$ cat config.mk
export PLATFORM = sky130hd
export DESIGN_NAME = cod_decoder
export DESIGN_NICKNAME = d
export VERILOG_FILES = /design/src/include/cod_pkg.sv /design/src/core/cod_ext_decode.sv /design/src/core/cod_decoder.sv
export SDC_FILE = /design/constraint.sdc
export NUM_CORES = 1
export LEC_CHECK = 0
export ABC_AREA = 1
export BUFFER_PORTS_ARGS = -buffer_cell sky130_fd_sc_hd__buf_2
export CORE_UTILIZATION = 58
export DETAILED_ROUTE_END_ITERATION = 6
export PLACE_DENSITY = 0.88
export SLEW_MARGIN = 15
export SYNTH_ARGS = -nofsm -noshare
export SYNTH_HDL_FRONTEND = slang
export SYNTH_SLANG_ARGS = --single-unit
$ cat constraint.sdc
create_clock -name core_clk -period 1.7 [get_ports core_clk]
set_clock_uncertainty 0.2 [all_clocks]
set_input_delay 0.085 -clock core_clk [delete_from_list [all_inputs] [get_ports core_clk]]
set_output_delay 0.085 -clock core_clk [all_outputs]
set_load 0.03 [all_outputs]
$ cat src/include/cod_pkg.sv
// Shared types and constants of the primary opcode decoder
package cod_pkg;

  // Escape byte that opens a two-byte opcode
  localparam logic [7:0] COD_PREFIX = 8'h30;

  // Idle forms and a few single-byte opcodes the decoder singles out
  localparam logic [7:0] COD_OP_IDLE_ONE = 8'h70;
  localparam logic [7:0] COD_OP_IDLE_TWO = 8'h73;
  localparam logic [7:0] COD_OP_IDLE_THREE = 8'h72;
  localparam logic [7:0] COD_OP_SUB_EXIT = 8'h78;
  localparam logic [7:0] COD_OP_TRANSLATED_MOVE = 8'h0C;
  localparam logic [7:0] COD_OP_WAIT = 8'h2F;
  localparam logic [7:0] COD_OP_QUICK_EXIT = 8'h98;

  // Second bytes of the two-byte opcodes
  localparam logic [7:0] COD_X_VERSION = 8'h09;
  localparam logic [7:0] COD_X_PIN_ON = 8'h0D;
  localparam logic [7:0] COD_X_PIN_OFF = 8'h13;
  localparam logic [7:0] COD_X_BLOCK_COPY = 8'h19;
  localparam logic [7:0] COD_X_STR_END = 8'h1F;
  localparam logic [7:0] COD_X_INT_ACK = 8'h2F;
  localparam logic [7:0] COD_X_STR_COPY = 8'h35;
  localparam logic [7:0] COD_X_GATE_EXIT = 8'h45;
  localparam logic [7:0] COD_X_GATE = 8'h61;
  localparam logic [7:0] COD_X_PROC_CALL = 8'hAC;
  localparam logic [7:0] COD_X_USER_PROC = 8'hC0;
  localparam logic [7:0] COD_X_PROC_RESUME = 8'hC8;

  // One bit per single-byte opcode, bit n set when opcode n is assigned
  localparam logic [255:0] COD_LEGAL_MAP =
    256'hDDDD_DDD9_D91D_DDD1_DDDD_DDD9_D9DD_DDDD_FDDD_FDDD_FDDD_FDDD_FDDD_FF9D_F399_FFDC;

  // Opcode bytes of a two-byte form, and of the idle forms
  localparam logic [1:0] COD_SPAN_ONE = 2'h1;
  localparam logic [1:0] COD_SPAN_TWO = 2'h2;
  localparam logic [1:0] COD_SPAN_THREE = 2'h3;

  typedef enum logic [3:0] {
    cls_illegal, cls_nop, cls_arith, cls_logic, cls_shift, cls_bcd, cls_branch,
    cls_ret_cond, cls_interlock, cls_coproc, cls_tdb, cls_move, cls_control, cls_system
  } cod_class_t;

  typedef enum logic [3:0] {
    cc_none, cc_always, cc_eq, cc_ne, cc_gt, cc_ge, cc_lt, cc_le, cc_gtu, cc_leu,
    cc_carry_clear, cc_carry_set, cc_ovf_clear, cc_ovf_set
  } cod_cond_t;

  // Codes follow the low opcode bits: word 0, halfword 2, byte 3
  typedef enum logic [1:0] {
    sz_word = 2'h0, sz_none = 2'h1, sz_half = 2'h2, sz_byte = 2'h3
  } cod_size_t;

  typedef enum logic [1:0] {disp_none, disp_byte, disp_half} cod_disp_t;

  typedef enum logic [6:0] {
    fn_none, fn_read_version_number, fn_virtual_pin_on_jump, fn_virtual_pin_off_jump,
    fn_block_word_copy, fn_string_terminator_find, fn_interrupt_acknowledge_op,
    fn_string_copy_op, fn_gate_exit, fn_gate_enter, fn_process_invoke,
    fn_user_process_invoke, fn_process_resume, fn_translated_word_move,
    fn_quick_interrupt_exit, fn_wait_interrupt, fn_compare_swap_locked,
    fn_word_exchange_locked, fn_coprocessor_generic_op, fn_cop_read, fn_cop_write,
    fn_cop_two_addr, fn_arith_left_shift_word, fn_arith_right_shift, fn_logical_left_shift,
    fn_logical_right_shift_word, fn_rotate_word_op, fn_insert_field, fn_extract_field,
    fn_decimal_add_three, fn_decimal_add_two, fn_decimal_subtract_three,
    fn_decimal_subtract_two, fn_decimal_compress, fn_decimal_expand, fn_count_test_branch,
    fn_count_down_branch, fn_conditional_branch, fn_conditional_exit, fn_jump_relative,
    fn_subroutine_exit, fn_subroutine_branch, fn_subroutine_call, fn_jump,
    fn_procedure_call, fn_procedure_return, fn_reg_save, fn_reg_restore, fn_x_flag,
    fn_extended, fn_cache_flush, fn_breakpoint, fn_idle, fn_clear, fn_move,
    fn_move_address, fn_push, fn_pop, fn_complement, fn_negate, fn_increment,
    fn_decrement, fn_add, fn_subtract, fn_multiply, fn_divide, fn_modulo, fn_or, fn_xor,
    fn_and, fn_test, fn_compare, fn_bit_test
  } cod_fn_t;

  typedef struct packed {
    logic valid;
    logic illegal;
    logic priv;
    logic prefixed;
    logic three_addr;
    cod_class_t cls;
    cod_cond_t cond;
    cod_fn_t fn;
    cod_size_t size;
    cod_disp_t disp;
    logic [1:0] span;
    logic [15:0] opcode;
  } cod_dec_t;

endpackage : cod_pkg

$ cat src/core/cod_ext_decode.sv
// Decoder for the second byte of an escaped two-byte opcode
`timescale 1ns/1ps
`default_nettype none
module cod_ext_decode
  import cod_pkg::*;
(
  input wire logic [7:0] second_byte,
  output cod_dec_t ext_dec
);

  always_comb begin
    ext_dec = '0;
    ext_dec.prefixed = 1'b1;
    ext_dec.opcode = {COD_PREFIX, second_byte};
    ext_dec.span = COD_SPAN_TWO;
    ext_dec.size = sz_none;
    ext_dec.cond = cc_none;
    ext_dec.disp = disp_none;
    ext_dec.cls = cls_system;
    ext_dec.priv = 1'b1;
    case (second_byte)
      COD_X_VERSION: begin
        ext_dec.fn = fn_read_version_number;
        ext_dec.priv = 1'b0;
        ext_dec.cls = cls_move;
      end
      COD_X_PIN_ON: ext_dec.fn = fn_virtual_pin_on_jump;
      COD_X_PIN_OFF: ext_dec.fn = fn_virtual_pin_off_jump;
      COD_X_BLOCK_COPY: begin
        ext_dec.fn = fn_block_word_copy;
        ext_dec.priv = 1'b0;
        ext_dec.cls = cls_move;
        ext_dec.size = sz_word;
      end
      COD_X_STR_END: begin
        ext_dec.fn = fn_string_terminator_find;
        ext_dec.priv = 1'b0;
        ext_dec.cls = cls_move;
      end
      COD_X_INT_ACK: ext_dec.fn = fn_interrupt_acknowledge_op;
      COD_X_STR_COPY: begin
        ext_dec.fn = fn_string_copy_op;
        ext_dec.priv = 1'b0;
        ext_dec.cls = cls_move;
      end
      COD_X_GATE_EXIT: ext_dec.fn = fn_gate_exit;
      COD_X_GATE: ext_dec.fn = fn_gate_enter;
      COD_X_PROC_CALL: ext_dec.fn = fn_process_invoke;
      COD_X_USER_PROC: ext_dec.fn = fn_user_process_invoke;
      COD_X_PROC_RESUME: ext_dec.fn = fn_process_resume;
      default: begin
        // Unassigned second byte reports as illegal and carries no privilege
        ext_dec.illegal = 1'b1;
        ext_dec.priv = 1'b0;
        ext_dec.cls = cls_illegal;
      end
    endcase
  end

endmodule : cod_ext_decode
`default_nettype wire

$ cat src/core/cod_decoder.sv
// Primary opcode decoder: fetched opcode bytes in, decoded operation out
`timescale 1ns/1ps
`default_nettype none
module cod_decoder
  import cod_pkg::*;
(
  input wire logic core_clk,
  input wire logic resetn,
  input wire logic fetch_valid,
  input wire logic [7:0] fetch_byte,
  input wire logic fetch_flush,
  output cod_dec_t decode_out
);

  ////////////////////////////////////////////////////////////////////////////////
  // Decoding helpers

  function automatic cod_size_t size_of(input logic [7:0] op);
    case (op[1:0])
      2'h0: size_of = sz_word;
      2'h2: size_of = sz_half;
      2'h3: size_of = sz_byte;
      default: size_of = sz_none;
    endcase
  endfunction : size_of

  // Condition of returns and branches in 0x40..0x7F, indexed by opcode bits 5..2
  function automatic cod_cond_t cond_of(input logic [3:0] idx);
    case (idx)
      4'h0: cond_of = cc_ge;
      4'h1: cond_of = cc_gt;
      4'h2: cond_of = cc_lt;
      4'h3: cond_of = cc_le;
      4'h4: cond_of = cc_carry_clear;
      4'h5: cond_of = cc_gtu;
      4'h6: cond_of = cc_carry_set;
      4'h7: cond_of = cc_leu;
      4'h8: cond_of = cc_ovf_clear;
      4'h9: cond_of = cc_ne;
      4'hA: cond_of = cc_ovf_set;
      4'hB: cond_of = cc_eq;
      4'hD: cond_of = cc_ne;
      4'hE: cond_of = cc_always;
      4'hF: cond_of = cc_eq;
      default: cond_of = cc_none;
    endcase
  endfunction : cond_of

  // Test-decrement-branch condition, same order for byte and halfword forms
  function automatic cod_cond_t tdb_cond(input logic [1:0] idx);
    case (idx)
      2'h0: tdb_cond = cc_eq;
      2'h1: tdb_cond = cc_ge;
      2'h2: tdb_cond = cc_gt;
      default: tdb_cond = cc_ne;
    endcase
  endfunction : tdb_cond

  function automatic cod_dec_t decode_single(input logic [7:0] op);
    cod_dec_t d;
    d = '0;
    d.opcode = {8'h00, op};
    d.span = COD_SPAN_ONE;
    d.cls = cls_control;
    d.cond = cc_none;
    d.fn = fn_none;
    d.size = sz_none;
    d.disp = disp_none;
    if (op[7] && op[6] && op[5:2] < 4'h7) begin
      // Shift and field group; all three-operand
      d.cls = cls_shift;
      d.three_addr = 1'b1;
      d.size = size_of(op);
      case (op)
        8'hC0: d.fn = fn_arith_left_shift_word;
        8'hC4, 8'hC6, 8'hC7: d.fn = fn_arith_right_shift;
        8'hC8, 8'hCA, 8'hCB: begin
          d.cls = cls_logic;
          d.fn = fn_insert_field;
        end
        8'hCC, 8'hCE, 8'hCF: begin
          d.cls = cls_logic;
          d.fn = fn_extract_field;
        end
        8'hD0, 8'hD2, 8'hD3: d.fn = fn_logical_left_shift;
        8'hD4: d.fn = fn_logical_right_shift_word;
        8'hD8: d.fn = fn_rotate_word_op;
        8'hDB: begin
          d.cls = cls_bcd;
          d.size = sz_none;
          d.fn = fn_decimal_subtract_three;
        end
        default: d.fn = fn_none;
      endcase
    end else if (op[7]) begin
      // Two-address families, mirrored 0x40 higher in three-address form
      d.three_addr = op[6];
      d.size = size_of(op);
      d.cls = cls_arith;
      case (op[5:2])
        4'h0: begin
          d.cls = cls_move;
          d.fn = fn_clear;
        end
        4'h1: begin
          d.cls = cls_move;
          d.fn = fn_move;
        end
        4'h2: begin
          d.cls = cls_logic;
          d.fn = fn_complement;
        end
        4'h3: d.fn = fn_negate;
        4'h4: d.fn = fn_increment;
        4'h5: d.fn = fn_decrement;
        4'h6: begin
          d.size = sz_none;
          if (op[0]) begin
            d.cls = cls_bcd;
            d.fn = fn_decimal_subtract_two;
          end else begin
            d.cls = cls_system;
            d.fn = fn_quick_interrupt_exit;
          end
        end
        4'h7: d.fn = fn_add;
        4'h8: begin
          if (op[0]) begin
            d.cls = cls_bcd;
            d.size = sz_none;
            d.fn = op[6] ? fn_decimal_add_three : fn_decimal_add_two;
          end else begin
            d.cls = cls_move;
            d.fn = fn_push;
          end
        end
        4'h9: d.fn = fn_modulo;
        4'hA: d.fn = fn_multiply;
        4'hB: d.fn = fn_divide;
        4'hC: begin
          d.cls = cls_logic;
          d.fn = fn_or;
        end
        4'hD: begin
          d.cls = cls_logic;
          d.fn = fn_xor;
        end
        4'hE: begin
          d.cls = cls_logic;
          d.fn = fn_and;
        end
        default: d.fn = fn_subtract;
      endcase
    end else if (op[6]) begin
      // Returns, branches, test-decrement-branch and idle forms
      case (op[1:0])
        2'h0: begin
          if (op == COD_OP_IDLE_ONE) begin
            d.cls = cls_nop;
            d.fn = fn_idle;
          end else if (op == COD_OP_SUB_EXIT) begin
            d.cls = cls_branch;
            d.cond = cc_always;
            d.fn = fn_subroutine_exit;
          end else begin
            d.cls = cls_ret_cond;
            d.fn = fn_conditional_exit;
            d.cond = cond_of(op[5:2]);
          end
        end
        2'h1: begin
          d.cls = cls_tdb;
          d.fn = fn_count_test_branch;
          d.cond = tdb_cond(op[5:4]);
          d.disp = disp_byte;
        end
        default: begin
          if (op == COD_OP_IDLE_TWO || op == COD_OP_IDLE_THREE) begin
            d.cls = cls_nop;
            d.fn = fn_idle;
            d.span = (op == COD_OP_IDLE_TWO) ? COD_SPAN_TWO : COD_SPAN_THREE;
          end else begin
            d.cls = cls_branch;
            d.cond = cond_of(op[5:2]);
            d.fn = (op[5:2] == 4'hE) ? fn_jump_relative : fn_conditional_branch;
            d.disp = op[0] ? disp_byte : disp_half;
          end
        end
      endcase
    end else begin
      case (op)
        8'h02, 8'h06, 8'h22: begin
          d.cls = cls_coproc;
          d.fn = fn_cop_read;
        end
        8'h03, 8'h07, 8'h23: begin
          d.cls = cls_coproc;
          d.fn = fn_cop_two_addr;
        end
        8'h13, 8'h17, 8'h33: begin
          d.cls = cls_coproc;
          d.fn = fn_cop_write;
        end
        8'h32: begin
          d.cls = cls_coproc;
          d.fn = fn_coprocessor_generic_op;
        end
        8'h04: begin
          d.cls = cls_move;
          d.fn = fn_move_address;
        end
        8'h08: d.fn = fn_procedure_return;
        8'h09: begin
          d.cls = cls_interlock;
          d.fn = fn_compare_swap_locked;
          d.size = sz_word;
        end
        8'h1C, 8'h1E, 8'h1F: begin
          d.cls = cls_interlock;
          d.fn = fn_word_exchange_locked;
          d.size = size_of(op);
        end
        8'h0A, 8'h0B: d.fn = fn_x_flag;
        8'h0C: begin
          d.cls = cls_system;
          d.fn = fn_translated_word_move;
        end
        8'h0D, 8'h1D, 8'h2D, 8'h3D: begin
          d.cls = cls_tdb;
          d.fn = fn_count_test_branch;
          d.cond = tdb_cond(op[5:4]);
          d.disp = disp_half;
        end
        8'h0E, 8'h0F: begin
          d.cls = cls_bcd;
          d.fn = op[0] ? fn_decimal_expand : fn_decimal_compress;
        end
        8'h10: d.fn = fn_reg_save;
        8'h18: d.fn = fn_reg_restore;
        8'h14: d.fn = fn_extended;
        8'h19, 8'h29: begin
          d.cls = cls_branch;
          d.fn = fn_count_down_branch;
          d.disp = op[5] ? disp_byte : disp_half;
        end
        8'h20: begin
          d.cls = cls_move;
          d.fn = fn_pop;
        end
        8'h24: begin
          d.cls = cls_branch;
          d.cond = cc_always;
          d.fn = fn_jump;
        end
        8'h27: d.fn = fn_cache_flush;
        8'h28, 8'h2A, 8'h2B, 8'h3C, 8'h3E, 8'h3F: begin
          d.cls = cls_arith;
          d.fn = op[4] ? fn_compare : fn_test;
          d.size = size_of(op);
        end
        8'h38, 8'h3A, 8'h3B: begin
          d.cls = cls_logic;
          d.fn = fn_bit_test;
          d.size = size_of(op);
        end
        8'h2C: d.fn = fn_procedure_call;
        8'h2E: d.fn = fn_breakpoint;
        8'h2F: begin
          d.cls = cls_system;
          d.fn = fn_wait_interrupt;
        end
        8'h34, 8'h36, 8'h37: begin
          d.cls = cls_branch;
          d.cond = cc_always;
          d.fn = op[1] ? fn_subroutine_branch : fn_subroutine_call;
          d.disp = op[1] ? (op[0] ? disp_byte : disp_half) : disp_none;
        end
        default: d.fn = fn_none;
      endcase
    end
    d.priv = (op == COD_OP_TRANSLATED_MOVE) || (op == COD_OP_WAIT)
          || (op == COD_OP_QUICK_EXIT);
    d.illegal = !COD_LEGAL_MAP[op];
    if (d.illegal) begin
      d.cls = cls_illegal;
      d.fn = fn_none;
      d.priv = 1'b0;
    end
    return d;
  endfunction : decode_single

  ////////////////////////////////////////////////////////////////////////////////
  // Escape sequencing and output stage

  typedef enum logic {st_first, st_second} cod_state_t;

  cod_state_t state;
  cod_state_t next_state;
  cod_dec_t single_dec;
  cod_dec_t ext_dec;
  cod_dec_t next_out;
  wire logic take = fetch_valid && !fetch_flush;
  wire logic take_prefix = take && state == st_first && fetch_byte == COD_PREFIX;

  assign single_dec = decode_single(fetch_byte);

  cod_ext_decode u_ext (
    .second_byte(fetch_byte),
    .ext_dec(ext_dec)
  );

  // A flush drops a pending escape so a redirected stream starts clean
  always_comb begin
    next_state = state;
    case (state)
      st_first: next_state = take_prefix ? st_second : st_first;
      st_second: next_state = (take || fetch_flush) ? st_first : st_second;
      default: next_state = st_first;
    endcase
  end

  always_comb begin
    next_out = (state == st_second) ? ext_dec : single_dec;
    next_out.valid = take && !take_prefix;
  end

  always_ff @(posedge core_clk or negedge resetn) begin
    if (!resetn) begin
      state <= st_first;
      decode_out <= '0;
    end else begin
      state <= next_state;
      decode_out <= next_out;
    end
  end
endmodule : cod_decoder
`default_nettype wire

==> metrics.log, run 1 <==
[metrics] global-route wire length before repair: roughly 38000 um
[metrics] synthesized-area fraction occupied by adder cells: under 10%
[metrics] largest cells by area after synthesis: dfrtp_1, nand2_1, nor2_1
[metrics] total routing resource utilization after global routing: 82.0%
[metrics] share of flip-flops with an asynchronous set or reset: between 90% and 100%
[metrics] clock sink total: 35
[metrics] Synth top cells by count: nand2_1, nor2_1, inv_1
[metrics] placed instance area: 4640 sq um
[metrics] H-tree depth: 2
[metrics] run status: aborted with a tool error
[metrics] portion of netlist area occupied by mux cells: 0%
[metrics] worst setup slack before clock tree synthesis: -0.653 ns
[metrics] area share of xor/xnor cells in the synthesized design: 0%
[metrics] Placer Congestion: around 1.1
[metrics] Unique masters post-synth: 43
[metrics] combinational family with the most area after synthesis: simple AND/OR/NAND/NOR gates
[metrics] Seq/Total Area, Yosys: about a quarter
[metrics] error that ended the run: [ERROR GRT-0116] Global routing finished with congestion. Check the congestion regions in the DRC Viewer.
[metrics] number of enable flip-flop cells after synthesis: 0
[metrics] detailed placer's ending HPWL: 11600 um
[metrics] cell total after placement: between 700 and 800
[metrics] share of the synthesized area in compound gates (AO/OA/AOI/OAI): between 10% and 20%
[metrics] top cell type's share of synthesized area: about a quarter
[metrics] post-synthesis instance area: about 3500 sq um
[metrics] pin count of the biggest net entering global routing: 36
[metrics] Root Buffer: clkbuf_8
[metrics] vias in the first global route: 6559
[metrics] Synth warnings: 0
[metrics] main flop type after synthesis: dfrtp_1
[metrics] Synth Area in Simple Gates: between 40% and 50%
[metrics] flops & latches, synth: 35
[metrics] Longest Clk Path Bufs: 2
[metrics] standard-cell row count: 27
[metrics] die boundary width: ~80 um
[metrics] largest area contributor in the netlist: dfrtp_1
[metrics] effective utilization at floorplan: between 60% and 70%
[metrics] count of buffers inserted at the top-level ports: 47
[metrics] mean instance size in the synthesized netlist: ~6.1 sq um
[metrics] Stop stage: 5_1_grt
[metrics] die height: roughly 80 um
[metrics] number of primary I/O pins: between 50 and 60
[metrics] cells after synthesis: around 570
[metrics] total global routing overflow: 34
[metrics] number of CTS-inserted buffers: 5
[metrics] top-count cell post-synth: nand2_1
## routing by layer
metal / GRT usage, % / GRT overflow
met1: 81.6 / 0
met2: 94.3 / 18
met3: 70.7 / 3
met4: 84.9 / 13
met5: 31.8 / 0
## stage by stage
step                      TNS (ns)  utilization, %
after detailed placement     -9.28            82.2
after CTS                  -0.0113            92.3
after global placement       -6.65            82.2
after floorplan            -0.0135               -
## kinds of logic after synthesis
family,count (synthesis)
AOI/OAI and AO/OA,65
adders and majority gates,17
buffers and inverters,92
DFF,35
other,1
and+or+nand+nor,357
## timing repair
action | in CTS
endpoints found under the setup margin | 20
hold buffers | 11
setup buffers | 4
hold endpoints to repair | 45
resized for setup | 90
pin swaps | 22
gates cloned | 0
==> run 2: changes to the inputs <==
CORE_UTILIZATION = 40   (was 58)
PLACE_DENSITY = not set   (was 0.88)
PLACE_DENSITY_LB_ADDON = 0.15   (was not set)
==> run 2 against run 1 <==
Against the previous run: area after synthesis is the same; the flow now finishes without violations; synthesized cell count is the same.
==> metrics.log, run 2 <==
[metrics] DR WL met3: between 1000 and 1500 um
[metrics] final-layout worst hold slack: roughly 0.15 ns
[metrics] FF-to-FF Start: state$_DFF_PN0_
[metrics] main flop type after synthesis: dfrtp_1
[metrics] Slew @ Worst Pin: ~0.74 ns
[metrics] count of final max-slew check failures: 0
[metrics] largest cells by area after synthesis: dfrtp_1, nand2_1, nor2_1
[metrics] final cell utilization of the core: 68.4%
[metrics] clock sink total: 35 (unchanged)
[metrics] total routing resource utilization after global routing: around a third
[metrics] leakage power of the design: ~3.2 nW
[metrics] Crit. End Element: register
[metrics] post-detailed-route DRC marker count: 0
[metrics] effective utilization at floorplan: 41.7% (-20 points)
[metrics] Max Freq: 0.589 GHz
[metrics] total global routing overflow: 0
[metrics] cell with the biggest individual delay on the critical path: ha_4
[metrics] Crit path max-delay family: simple AND/OR/NAND/NOR gates
[metrics] pin count of the biggest net entering global routing: 36
[metrics] endpoint of the worst register-to-register path: decode_out[36]$_DFF_PN0_
[metrics] 1st-iter DRT viols: about 430
[metrics] mean instance size in the synthesized netlist: 6.14 sq um (unchanged)
[metrics] global-route wire length before repair: about 22000 um
[metrics] Hold Crit Start: fetch_byte[5]
[metrics] flops & latches, synth: 35 (unchanged)
[metrics] number of primary I/O pins: 54 (unchanged)
[metrics] Skew-Pair Late Insertion Delay: roughly 0.28 ns
[metrics] placed instance area: 4910 sq um (+5.8%)
[metrics] Setup Viol. Count Final: 0
[metrics] largest registers: decode_out: 34 flops, state: 1 flops
[metrics] cell depth of the worst flop-to-flop path: 5
[metrics] post-route standard cell area excluding fillers: 5710 sq um
[metrics] Placer Congestion: 1.04 (-9.4%)
[metrics] Root Buffer: clkbuf_8
[metrics] count of nets after finishing: approximately 800
[metrics] min cycle time layout: approximately 1.7 ns
[metrics] Max Fanout on Critical Path: 6
[metrics] Unique masters post-synth: 43 (unchanged)
[metrics] category of the critical setup timing path: input port to register
[metrics] cell repeated most along the worst path: nand2_1
[metrics] M1 WL: between 6000 and 7000 um
[metrics] sort of element at the start of the critical path: input port
[metrics] Fin. Hold Viols: 0
[metrics] antenna violations before repair: 0
[metrics] commonest non-fill, non-tap cells in the layout: buf_4, nand2_1, nor2_1, inv_1, nand3_1
[metrics] depth of the worst hold-timing path: 5
[metrics] count of antenna diodes in the layout: 0
[metrics] number of enable flip-flop cells after synthesis: 0 (unchanged)
[metrics] number of CTS-inserted buffers: 5 (unchanged)
[metrics] clock input transition at the sequential cells of the worst setup and hold paths: 0.06 ns
[metrics] Switching Share: roughly two fifths
[metrics] H-tree depth: 2 (unchanged)
[metrics] worst min-delay path endpoint: decode_out[32]$_DFF_PN0_
[metrics] Seq/Total Area, Yosys: 25.2% (unchanged)
[metrics] sum of met2 wire segment lengths after detailed routing: about 6700 um
[metrics] highest metal used: met4
[metrics] vias in the first global route: roughly 4300
[metrics] largest area contributor in the netlist: dfrtp_1
[metrics] cells after synthesis: 567 (unchanged)
[metrics] Synth-to-Final Area Change: 63.9%
[metrics] Setup TNS: 0 ns
[metrics] cell area power density: approximately 480 nW/um^2
[metrics] count of buffers inserted at the top-level ports: 47 (unchanged)
[metrics] delay of the slowest cell on the worst path: roughly 0.21 ns
[metrics] critical path, cell by cell: buf_4 -> inv_4 -> ha_4 -> buf_6 -> nand2_4 -> nor2_2 -> nor2_1 -> nand4_1 -> nor2_1 -> nor2_2 -> nand2_1 -> nand2_1 -> nand3_1 -> nand2_1
[metrics] post-route total power: 0.00272 W
[metrics] critical path required time: between 1.5 and 2 ns
[metrics] switching power summed over all nets: 0.00105 W
[metrics] most common library cell in the layout ignoring fill and taps: buf_4
[metrics] share of flip-flops with an asynchronous set or reset: 100% (unchanged)
[metrics] Crit path buffers/inverters: 3
[metrics] power share of the clock group: 20.6%
[metrics] Total Wirelength: 14900 um
[metrics] clock tree from TritonCTS: yes
[metrics] total iterations of the first detailed-routing run: 6
[metrics] Longest Clk Path Bufs: 2 (unchanged)
[metrics] top-count cell post-synth: nand2_1
[metrics] worst voltage drop across the vdd grid: between 0.0002 and 0.00025 V
[metrics] routed wirelength normalized by instance count: ~17 um
[metrics] fin crit share: between 90% and 100%
[metrics] power share of the sequential group: between 30 and 40%
[metrics] flop2flop setup slack: around 0.08 ns
[metrics] setup repair after global routing missed its margin: true
[metrics] detailed placer's ending HPWL: 11600 um (+0.43%)
[metrics] share of total power in combinational logic: a little under half
[metrics] internal portion of total power: 0.00167 W
[metrics] register bank with the most flops: decode_out
[metrics] number of routed nets with antenna violations: 0
[metrics] normalized max-slew margin: 51.0%
[metrics] Placeable Area: ~8300 sq um
[metrics] Vias: 4636
[metrics] arrival time of the worst setup path: between 1.5 and 2 ns
[metrics] number of flip-flops in the largest register: 34
[metrics] top cell type's share of synthesized area: 25.2% (unchanged)
[metrics] die outline area: around 9000 sq um
[metrics] run status: completed
[metrics] Via-to-Cell Ratio: approximately 5.3
[metrics] Synth warnings: 0 (unchanged)
[metrics] standard-cell row count: 33 (+22%)
[metrics] post-synthesis instance area: 3480 sq um (unchanged)
[metrics] number of max-cap violations: 0
[metrics] die height: 95.3 um (+20%)
[metrics] die boundary width: 95.3 um (+20%)
[metrics] share of post-route cells with drive strength above 1: about 45%
[metrics] class of the worst hold path: input port to register
[metrics] Synth top cells by count: nand2_1, nor2_1, inv_1
==> run 2: cell counts after synthesis <==
Identical to the previous run, type by type.
==> run 2: what timing repair did <==
| action | 4_1_cts | 5_1_grt |
|---|---|---|
| endpoints found under the hold margin | 45 | 0 |
| gates resized for setup | 44 | 123 |
| hold buffers | 11 | 0 |
| pin swaps | 4 | 39 |
| endpoints found under the setup margin | 18 | 19 |
| setup buffers | 1 | 5 |
==> run 2: routing by layer <==
metal  vias up  track usage, %
met1      2109            45.8
met4         0            11.9
li1       2232               -
met5         -               0
met3        46            4.86
met2       249            52.6
==> run 2: worst max-delay path by stage <==
stage               cells after the start           from  slack, ns                  endpoint
floorplan                              13  fetch_byte[4]      -0.01  decode_out[25]$_DFF_PN0_
global placement                       13  fetch_byte[5]      -0.58  decode_out[24]$_DFF_PN0_
detailed placement                     13  fetch_byte[5]      -0.55  decode_out[25]$_DFF_PN0_
CTS                                    15  fetch_byte[3]     0.0007  decode_out[34]$_DFF_PN0_
global route                           13  fetch_byte[4]      -0.09  decode_out[34]$_DFF_PN0_
finish                                 14  fetch_byte[5]      0.003  decode_out[24]$_DFF_PN0_
==> run 2: cells by family (layout without fill, tap and decap cells) <==
| kind of cell | Yosys count | count (layout) | share of synthesized area (%) |
|---|---|---|---|
| adder cells (fa/ha/maj) | 17 | 17 | 6.11 |
| buffers and inverters | 92 | 290 | 12.1 |
| AND/OR/NAND/NOR | 357 | 357 | 45.3 |
| AO/OA/AOI/OAI | 65 | 65 | 11.2 |
| flip-flops | 35 | 35 | 25.2 |
| other | 1 | 6 | 0.108 |
==> run 2: tightest hold or removal path: cells and delay by family <==
kind	cells	cell delay, ns
buffers and inverters	2	0.33
AND/OR/NAND/NOR	3	0.18
==> run 2: layout make-up <==
type	instances	area [sq um]
well taps	105	131
clock buffers	7	76.3
flip-flops and latches	35	876
fillers	739	2630
multi-input cells	445	2740
repair buffers	212	1590
clock inverters	1	5.00
inverters	70	290
==> run 2: through the flow <==
step	std cells	setup WS, ns
4_1_cts	870	0.000681
3_3_place_gp	850	-0.576
5_1_grt	875	-0.0930
6_report	875	0.00326
3_5_place_dp	850	-0.546
2_1_floorplan	572	-0.0135
==> run 2: power by group through the flow <==
stage	sequential [W]	combinational [W]	clock, W
2_1_floorplan	0.00108	0.000439	0
3_5_place_dp	0.000931	0.00103	0
5_1_grt	0.000922	0.00133	0.000619
6_report	0.000914	0.00124	0.000561
4_1_cts	0.000916	0.00110	0.000576
3_3_place_gp	0.000929	0.00103	0
(Power assumes the default switching activity.)
==> run 3: changes to the inputs <==
--- a/config.mk
+++ b/config.mk
@@ -10,4 +10,5 @@
 export CORE_UTILIZATION = 40
 export DETAILED_ROUTE_END_ITERATION = 6
+export GPL_TIMING_DRIVEN = 0
 export PLACE_DENSITY_LB_ADDON = 0.15
 export SLEW_MARGIN = 15
--- a/constraint.sdc
+++ b/constraint.sdc
@@ -3,3 +3,3 @@
 set_input_delay 0.085 -clock core_clk [delete_from_list [all_inputs] [get_ports core_clk]]
 set_output_delay 0.085 -clock core_clk [all_outputs]
-set_load 0.03 [all_outputs]
+set_load 0.02 [all_outputs]
==> run 3 against run 2 <==
Against the previous run: hold slack lost 0.081 ns; first-iteration DRC count rose by 0.47%; largest cell class unchanged; critical path depth increased by 1; non-clock buffer count decreased by 82; sequential power about the same; core utilization fell by 5.5 points; power fell by 3.4%; sequential cell count did not move; routed wire length shrank 2.8%; clock power grew 3.9%; highest routed layer is now met5; critical path type unchanged; final cell count shrank 9.5%; the run now ends with setup timing left.
==> metrics.log, run 3 (synthesis results as in run 2) <==
[metrics] run status: finished with violations
[metrics] failing checks: setup timing
[metrics] largest registers: decode_out: 34 flops, state: 1 flops
[metrics] instance count on the critical path: 15 (+1)
[metrics] area occupied by registers: 876 sq um (unchanged)
[metrics] cell with the biggest individual delay on the critical path: nor2_4
[metrics] Switching Share: 37.6% (-1.1 points)
[metrics] standard-cell row count: 33 (unchanged)
[metrics] antenna violations before repair: 1 (+1)
[metrics] number of CTS-inserted buffers: 5 (unchanged)
[metrics] clock tree from TritonCTS: yes
[metrics] Crit path max-delay family: simple AND/OR/NAND/NOR gates
[metrics] power share of the clock group: 22.2% (+1.6 points)
[metrics] Via-to-Cell Ratio: 5.62 (+6.0%)
[metrics] number of max-cap violations: 0 (unchanged)
[metrics] routed wirelength normalized by instance count: 18.3 um (+7.3%)
[metrics] power share of the sequential group: 34.8% (+1.1 points)
[metrics] category of the critical setup timing path: input port to register
[metrics] Placeable Area: 8340 sq um (unchanged)
[metrics] 1st-iter DRT viols: 427 (+0.47%)
[metrics] most used routing layer in global routing: met2
[metrics] Total Wirelength: 14500 um (-2.8%)
[metrics] fillers: 791 (+7.0%)
[metrics] Max Freq: 0.551 GHz (-6.5%)
[metrics] die height: 95.3 um (unchanged)
[metrics] arrival time of the worst setup path: 1.83 ns (+0.17 ns)
[metrics] depth of the worst hold-timing path: 3 (-2)
[metrics] Setup TNS: -0.595 ns (-0.595 ns)
[metrics] most common library cell in the layout ignoring fill and taps: nand2_1
[metrics] total iterations of the first detailed-routing run: 6 (unchanged)
[metrics] share of total power in combinational logic: 43.0% (-2.7 points)
[metrics] fin crit share: 107% (+7.0 points)
[metrics] commonest non-fill, non-tap cells in the layout: nand2_1, nor2_1, buf_4, inv_1, buf_2
[metrics] count of nets after finishing: 716 (-10%)
[metrics] internal portion of total power: 0.00164 W (-1.6%)
[metrics] Skew-Pair Late Insertion Delay: 0.27 ns (about the same)
[metrics] met3 capacity usage during global routing: 3.75% (-1.1 points)
[metrics] total routing resource utilization after global routing: 33.1% (-0.27 points)
[metrics] leakage power of the design: 2.85 nW (-11%)
[metrics] number of routed nets with antenna violations: 0 (unchanged)
[metrics] total global routing overflow: 0 (unchanged)
[metrics] critical path required time: 1.72 ns (+0.05 ns)
[metrics] Synth-to-Final Area Change: 50.7%
[metrics] cell repeated most along the worst path: nand2_1
[metrics] count of final max-slew check failures: 0 (unchanged)
[metrics] final worst setup slack: -0.115 ns (-0.119 ns)
[metrics] pin count of the biggest net entering global routing: 36 (unchanged)
[metrics] cell area power density: 500 nW/um^2 (+5.1%)
[metrics] worst setup slack before clock tree synthesis: -0.858 ns (-0.313 ns)
[metrics] min cycle time layout: 1.82 ns (+0.119 ns)
[metrics] cell depth of the worst flop-to-flop path: 3 (-2)
[metrics] met2 demand-to-capacity share in global routing: 48.5% (-4.1 points)
[metrics] cell total after placement: 724 (-15%)
[metrics] critical path, cell by cell: buf_12 -> buf_4 -> ha_4 -> buf_8 -> nand2_8 -> nand2_4 -> inv_2 -> nand4_1 -> nor2_4 -> nor2_2 -> a21oi_2 -> nand2_1 -> nand2_1 -> nand2_1 -> nand2_1
[metrics] die boundary width: 95.3 um (unchanged)
[metrics] setup repair after global routing missed its margin: true
[metrics] count of buffers inserted at the top-level ports: 47 (unchanged)
[metrics] number of flip-flops in the largest register: 34 (unchanged)
[metrics] Crit. End Element: register
[metrics] Root Buffer: clkbuf_8
[metrics] Longest Clk Path Bufs: 2 (unchanged)
[metrics] Crit path buffers/inverters: 4 (+1)
[metrics] vias in the first global route: 4099 (-3.6%)
[metrics] global-route wire length before repair: 22300 um (-0.77%)
[metrics] die outline area: 9080 sq um (unchanged)
[metrics] critical path startpoint: fetch_byte[4]
[metrics] Hold Crit Start: fetch_byte[6]
[metrics] Vias: 4448 (-4.1%)
[metrics] class of the worst hold path: input port to register
[metrics] Max Fanout on Critical Path: 5 (-1)
[metrics] switching power summed over all nets: 0.000987 W (-6.1%)
[metrics] clock input transition at the sequential cells of the worst setup and hold paths: 0.07 ns (about the same)
[metrics] Placer Congestion: 0.996 (-4.1%)
[metrics] normalized max-slew margin: 52.4% (+1.4 points)
[metrics] register bank with the most flops: decode_out
[metrics] delay of the slowest cell on the worst path: 0.27 ns (+0.06 ns)
[metrics] number of primary I/O pins: 54 (unchanged)
[metrics] final cell utilization of the core: 62.9% (-5.5 points)
[metrics] FF-to-FF Start: state$_DFF_PN0_
[metrics] clock sink total: 35 (unchanged)
[metrics] area used by multi-input combinational logic: 2800 sq um (+1.9%)
[metrics] detailed placer's ending HPWL: 10300 um (-12%)
[metrics] post-detailed-route DRC marker count: 0 (unchanged)
[metrics] post-route total power: 0.00262 W (-3.4%)
[metrics] Setup Viol. Count Final: 9 (+9)
[metrics] count of antenna diodes in the layout: 0 (unchanged)
[metrics] effective utilization at floorplan: 41.7% (unchanged)
[metrics] Slew @ Worst Pin: 0.715 ns (-0.0208 ns)
[metrics] sort of element at the start of the critical path: input port
[metrics] worst voltage drop across the vdd grid: 0.000289 V (+27%)
[metrics] share of post-route cells with drive strength above 1: 39.6% (-5.6 points)
[metrics] post-route insts no fill: 792 (-9.5%)
[metrics] H-tree depth: 2 (unchanged)
[metrics] Fin. Hold Viols: 0 (unchanged)
[metrics] global-route track usage on met1: 45.2% (-0.64 points)
[run 3: what timing repair did]
item / CTS / global route
cloned: 3 / 0
pin swaps: 43 / 36
endpoints found under the hold margin: 46 / 0
endpoints found under the setup margin: 22 / 17
setup buffers: 38 / 10
hold buffers: 11 / 0
resized for setup: 150 / 46
[run 3: final timing paths]
| kind | to | slack [ns] |
|---|---|---|
| worst min register to register | decode_out[12]$_DFF_PN0_ | 0.40 |
| worst min-delay path | decode_out[37]$_DFF_PN0_ | 0.07 |
| max in group asynchronous | decode_out[33]$_DFF_PN0_ | 0.64 |
| worst max register to register | decode_out[24]$_DFF_PN0_ | 0.15 |
| worst max-delay path | decode_out[23]$_DFF_PN0_ | -0.12 |
| min in group asynchronous | decode_out[4]$_DFF_PN0_ | 0.19 |
[run 3: per-layer routing]
metal	up-vias	share of wire, %
met2	299	42
met1	2008	42
met4	2	6.3
li1	2070	-
met3	69	9.7
met5	-	0.090
[run 3: layout make-up]
| class | instances | area share (%) |
|---|---|---|
| Multi-Input combinational cell | 445 | 53.3 |
| Sequential cell | 35 | 16.7 |
| Timing Repair Buffer | 109 | 15.7 |
| Inverter | 70 | 5.75 |
| Buffer | 21 | 4.43 |
| Tap cell | 105 | 2.50 |
| Clock buffer | 6 | 1.57 |
| Clock inverter | 1 | 0.0954 |
[run 3: through the flow]
stage          cell area (sq um)  hold WS (ns)
2_1_floorplan               3580        -0.411
3_3_place_gp                3950       -0.0329
3_5_place_dp                3950       -0.0203
4_1_cts                     5000        0.0291
5_1_grt                     5250        0.0851
6_report                    5250        0.0721
[run 3: power groups by stage]
stage | combinational [W] | sequential [W] | clock, W
floorplan | 0.000433 | 0.00102 | 0
global placement | 0.000807 | 0.000927 | 0
detailed placement | 0.000801 | 0.000928 | 0
CTS | 0.00104 | 0.000913 | 0.000607
global route | 0.00120 | 0.000920 | 0.000651
finish | 0.00113 | 0.000912 | 0.000583
[run 3: worst reg2reg max path, stage by stage, from the launching register on]
cell and delay (ns):
dfrtp_1 0.55, clkbuf_1 0.42, o21ai_0 0.21, nand2_1 0.11
==> run 4: changes to the inputs <==
BUFFER_PORTS_ARGS = not set   (was -buffer_cell sky130_fd_sc_hd__buf_2)
CORE_ASPECT_RATIO = 0.9   (was not set)
CORE_MARGIN = 2   (was not set)
DONT_BUFFER_PORTS = 1   (was not set)
==> run 4 against run 3 <==
Against the previous run: the flow now finishes without violations; maximum frequency grew 7.5%; die area grew 4.3%; worst setup slack gained 0.13 ns.
==> metrics.log, run 4 (synthesis results as in run 2) <==
[metrics] run status: completed
[metrics] Total Wirelength: 13200 um (-8.8%)
[metrics] Via-to-Cell Ratio: 5.66 (+0.70%)
[metrics] die height: 92.5 um (-2.9%)
[metrics] post-route standard cell area excluding fillers: 4560 sq um (-13%)
[metrics] Setup TNS: 0 ns (+0.595 ns)
[metrics] H-tree depth: 2 (unchanged)
[metrics] leakage power of the design: 2.41 nW (-15%)
[metrics] endpoint of the worst register-to-register path: decode_out[27]$_DFF_PN0_
[metrics] Fin. Hold Viols: 0 (unchanged)
[metrics] clock tree from TritonCTS: yes
[metrics] commonest non-fill, non-tap cells in the layout: nand2_1, nor2_1, inv_1, nand3_1, dfrtp_1
[metrics] number of routed nets with antenna violations: 0 (unchanged)
[metrics] count of buffers inserted at the top-level ports: 0 (-100%)
[metrics] count of final max-slew check failures: 0 (unchanged)
[metrics] effective utilization at floorplan: 40.8% (-0.92 points)
[metrics] worst setup slack before clock tree synthesis: -0.466 ns (+0.393 ns)
[metrics] Synth-to-Final Area Change: 30.9%
[metrics] final worst setup slack: 0.0117 ns (+0.127 ns)
[metrics] cell total after placement: 691 (-4.6%)
[metrics] cell area power density: 524 nW/um^2 (+4.8%)
[metrics] routed wirelength normalized by instance count: 18.2 um (-0.74%)
[metrics] number of max-cap violations: 0 (unchanged)
[metrics] cell depth of the worst flop-to-flop path: 5 (+2)
[metrics] setup repair after global routing missed its margin: true
[metrics] vias in the first global route: 3683 (-10%)
[metrics] pin count of the biggest net entering global routing: 36 (unchanged)
[metrics] Placer Congestion: 0.981 (-1.5%)
[metrics] Vias: 4117 (-7.4%)
[metrics] Crit. End Element: register
[metrics] min cycle time layout: 1.69 ns (-0.127 ns)
[metrics] most common library cell in the layout ignoring fill and taps: nand2_1
[metrics] largest registers: decode_out: 34 flops, state: 1 flops
[metrics] count of nets after finishing: 638 (-11%)
[metrics] FF-to-FF Start: state$_DFF_PN0_
[metrics] sort of element at the start of the critical path: input port
[metrics] post-route insts no fill: 728 (-8.1%)
[metrics] total iterations of the first detailed-routing run: 5 (-1)
[metrics] Hold Crit Start: fetch_byte[7]
[metrics] post-detailed-route DRC marker count: 0 (unchanged)
[metrics] final-layout worst hold slack: 0.0197 ns (-0.0523 ns)
[metrics] class of the worst hold path: input port to register
[metrics] number of flip-flops in the largest register: 34 (unchanged)
[metrics] arrival time of the worst setup path: 1.64 ns (-0.19 ns)
[metrics] 1st-iter DRT viols: 429 (+0.47%)
[metrics] die boundary width: 102 um (+7.4%)
[metrics] Max Fanout on Critical Path: 10 (+5)
[metrics] clock sink total: 35 (unchanged)
[metrics] fin crit share: 99.3% (-7.5 points)
[metrics] Longest Clk Path Bufs: 2 (unchanged)
[metrics] global-route wire length before repair: 19800 um (-11%)
[metrics] depth of the worst hold-timing path: 3 (unchanged)
[metrics] Placeable Area: 8530 sq um (+2.3%)
[metrics] count of antenna diodes in the layout: 0 (unchanged)
[metrics] total routing resource utilization after global routing: 27.3% (-5.8 points)
[metrics] detailed placer's ending HPWL: 9790 um (-4.8%)
[metrics] die outline area: 9470 sq um (+4.3%)
[metrics] Setup Viol. Count Final: 0 (-9)
[metrics] total global routing overflow: 0 (unchanged)
[metrics] flop2flop setup slack: 0.20 ns (+0.05 ns)
[metrics] worst min-delay path endpoint: decode_out[21]$_DFF_PN0_
[metrics] worst voltage drop across the vdd grid: 0.000340 V (+17%)
[metrics] critical path required time: 1.66 ns (-0.06 ns)
[metrics] number of CTS-inserted buffers: 5 (unchanged)
[metrics] fillers: 838 (+5.9%)
[metrics] register bank with the most flops: decode_out
[metrics] clock input transition at the sequential cells of the worst setup and hold paths: 0.06 ns (about the same)
[metrics] Skew-Pair Late Insertion Delay: 0.27 ns (about the same)
[metrics] placed instance area: 3730 sq um (-5.5%)
[metrics] share of post-route cells with drive strength above 1: 26.6% (-13 points)
[metrics] category of the critical setup timing path: input port to register
[metrics] standard-cell row count: 32 (-3.0%)
[metrics] number of primary I/O pins: 54 (unchanged)
[metrics] Root Buffer: clkbuf_8
[metrics] Max Freq: 0.592 GHz (+7.5%)
[metrics] antenna violations before repair: 0 (-1)
run 4: cell count changes in the layout (fill, tap and decap cells not counted), moves of 3 or more:
cell	change
buf_2	-43
buf_4	-32
nand2_1	+12
nand2_2	-7
buf_8	-5
inv_1	+5
inv_2	-5
dlygate4sd3_1	+4
nand2_4	-4
nor2_4	-4
nand3_1	+3
nand3_4	-3
run 4: per-stage QoR:
| stage | total power [W] | utilization, % |
|---|---|---|
| 6_report | 0.00239 | 53.5 |
| 2_1_floorplan | 0.00146 | - |
| 4_1_cts | 0.00228 | 48.0 |
| 3_3_place_gp | 0.00162 | 43.7 |
| 3_5_place_dp | 0.00161 | 43.7 |
| 5_1_grt | 0.00252 | 53.5 |
run 4: worst max-delay path, cell delays in order:
cell	delay, ns
buf_8	0.12
inv_4	0.10
ha_4	0.17
buf_12	0.15
nand2_8	0.07
nand2_4	0.08
inv_1	0.04
nand4_1	0.16
nor2_4	0.08
or2_2	0.29
nand3_2	0.10
nand2_1	0.06
nand3_1	0.06
nand2_1	0.06
run 4: how the worst max path moves through the flow:
stage / start / endpoint / slack, ns / cells after the start
2_1_floorplan: fetch_byte[4] / decode_out[25]$_DFF_PN0_ / -0.01 / 13
3_3_place_gp: fetch_byte[0] / decode_out[34]$_DFF_PN0_ / -0.52 / 12
6_report: fetch_byte[4] / decode_out[25]$_DFF_PN0_ / 0.01 / 14
4_1_cts: fetch_byte[5] / decode_out[24]$_DFF_PN0_ / -0.01 / 15
3_5_place_dp: fetch_byte[0] / decode_out[35]$_DFF_PN0_ / -0.47 / 15
5_1_grt: fetch_byte[2] / decode_out[26]$_DFF_PN0_ / -0.04 / 14
run 4: cell type report:
type | count | area, sq um | share of cell area (%)
timing repair buffer | 31 | 293 | 6.42
multi-input combinational | 445 | 2640 | 57.9
buffer | 21 | 216 | 4.75
clock buffer | 6 | 82.6 | 1.81
inverter | 70 | 299 | 6.56
sequential | 35 | 876 | 19.2
clock inverter | 1 | 5.00 | 0.110
tap | 119 | 149 | 3.27
run 4: what timing repair did:
item / CTS / global route
gates resized for setup: 26 / 100
setup endpoints to repair: 14 / 16
pin swaps: 1 / 15
gates cloned: 0 / 1
hold buffers: 16 / 0
hold endpoints to repair: 53 / 0
buffers inserted: 2 / 12
run 4: layer usage:
layer	track usage, %	wire length (um)
met3	3.32	1300
met2	38.3	5380
met4	11.6	597
met1	41.2	5930
met5	0	0
run 4: power by group:
group / switching (W) / internal (W) / total, W / leakage [nW]
Clock: 0.000260 / 0.000317 / 0.000577 / 0.0470
Combinational: 0.000509 / 0.000291 / 0.000800 / 1.93
Sequential: 0.000113 / 0.000901 / 0.00101 / 0.438
Total: 0.000882 / 0.00151 / 0.00239 / 2.41
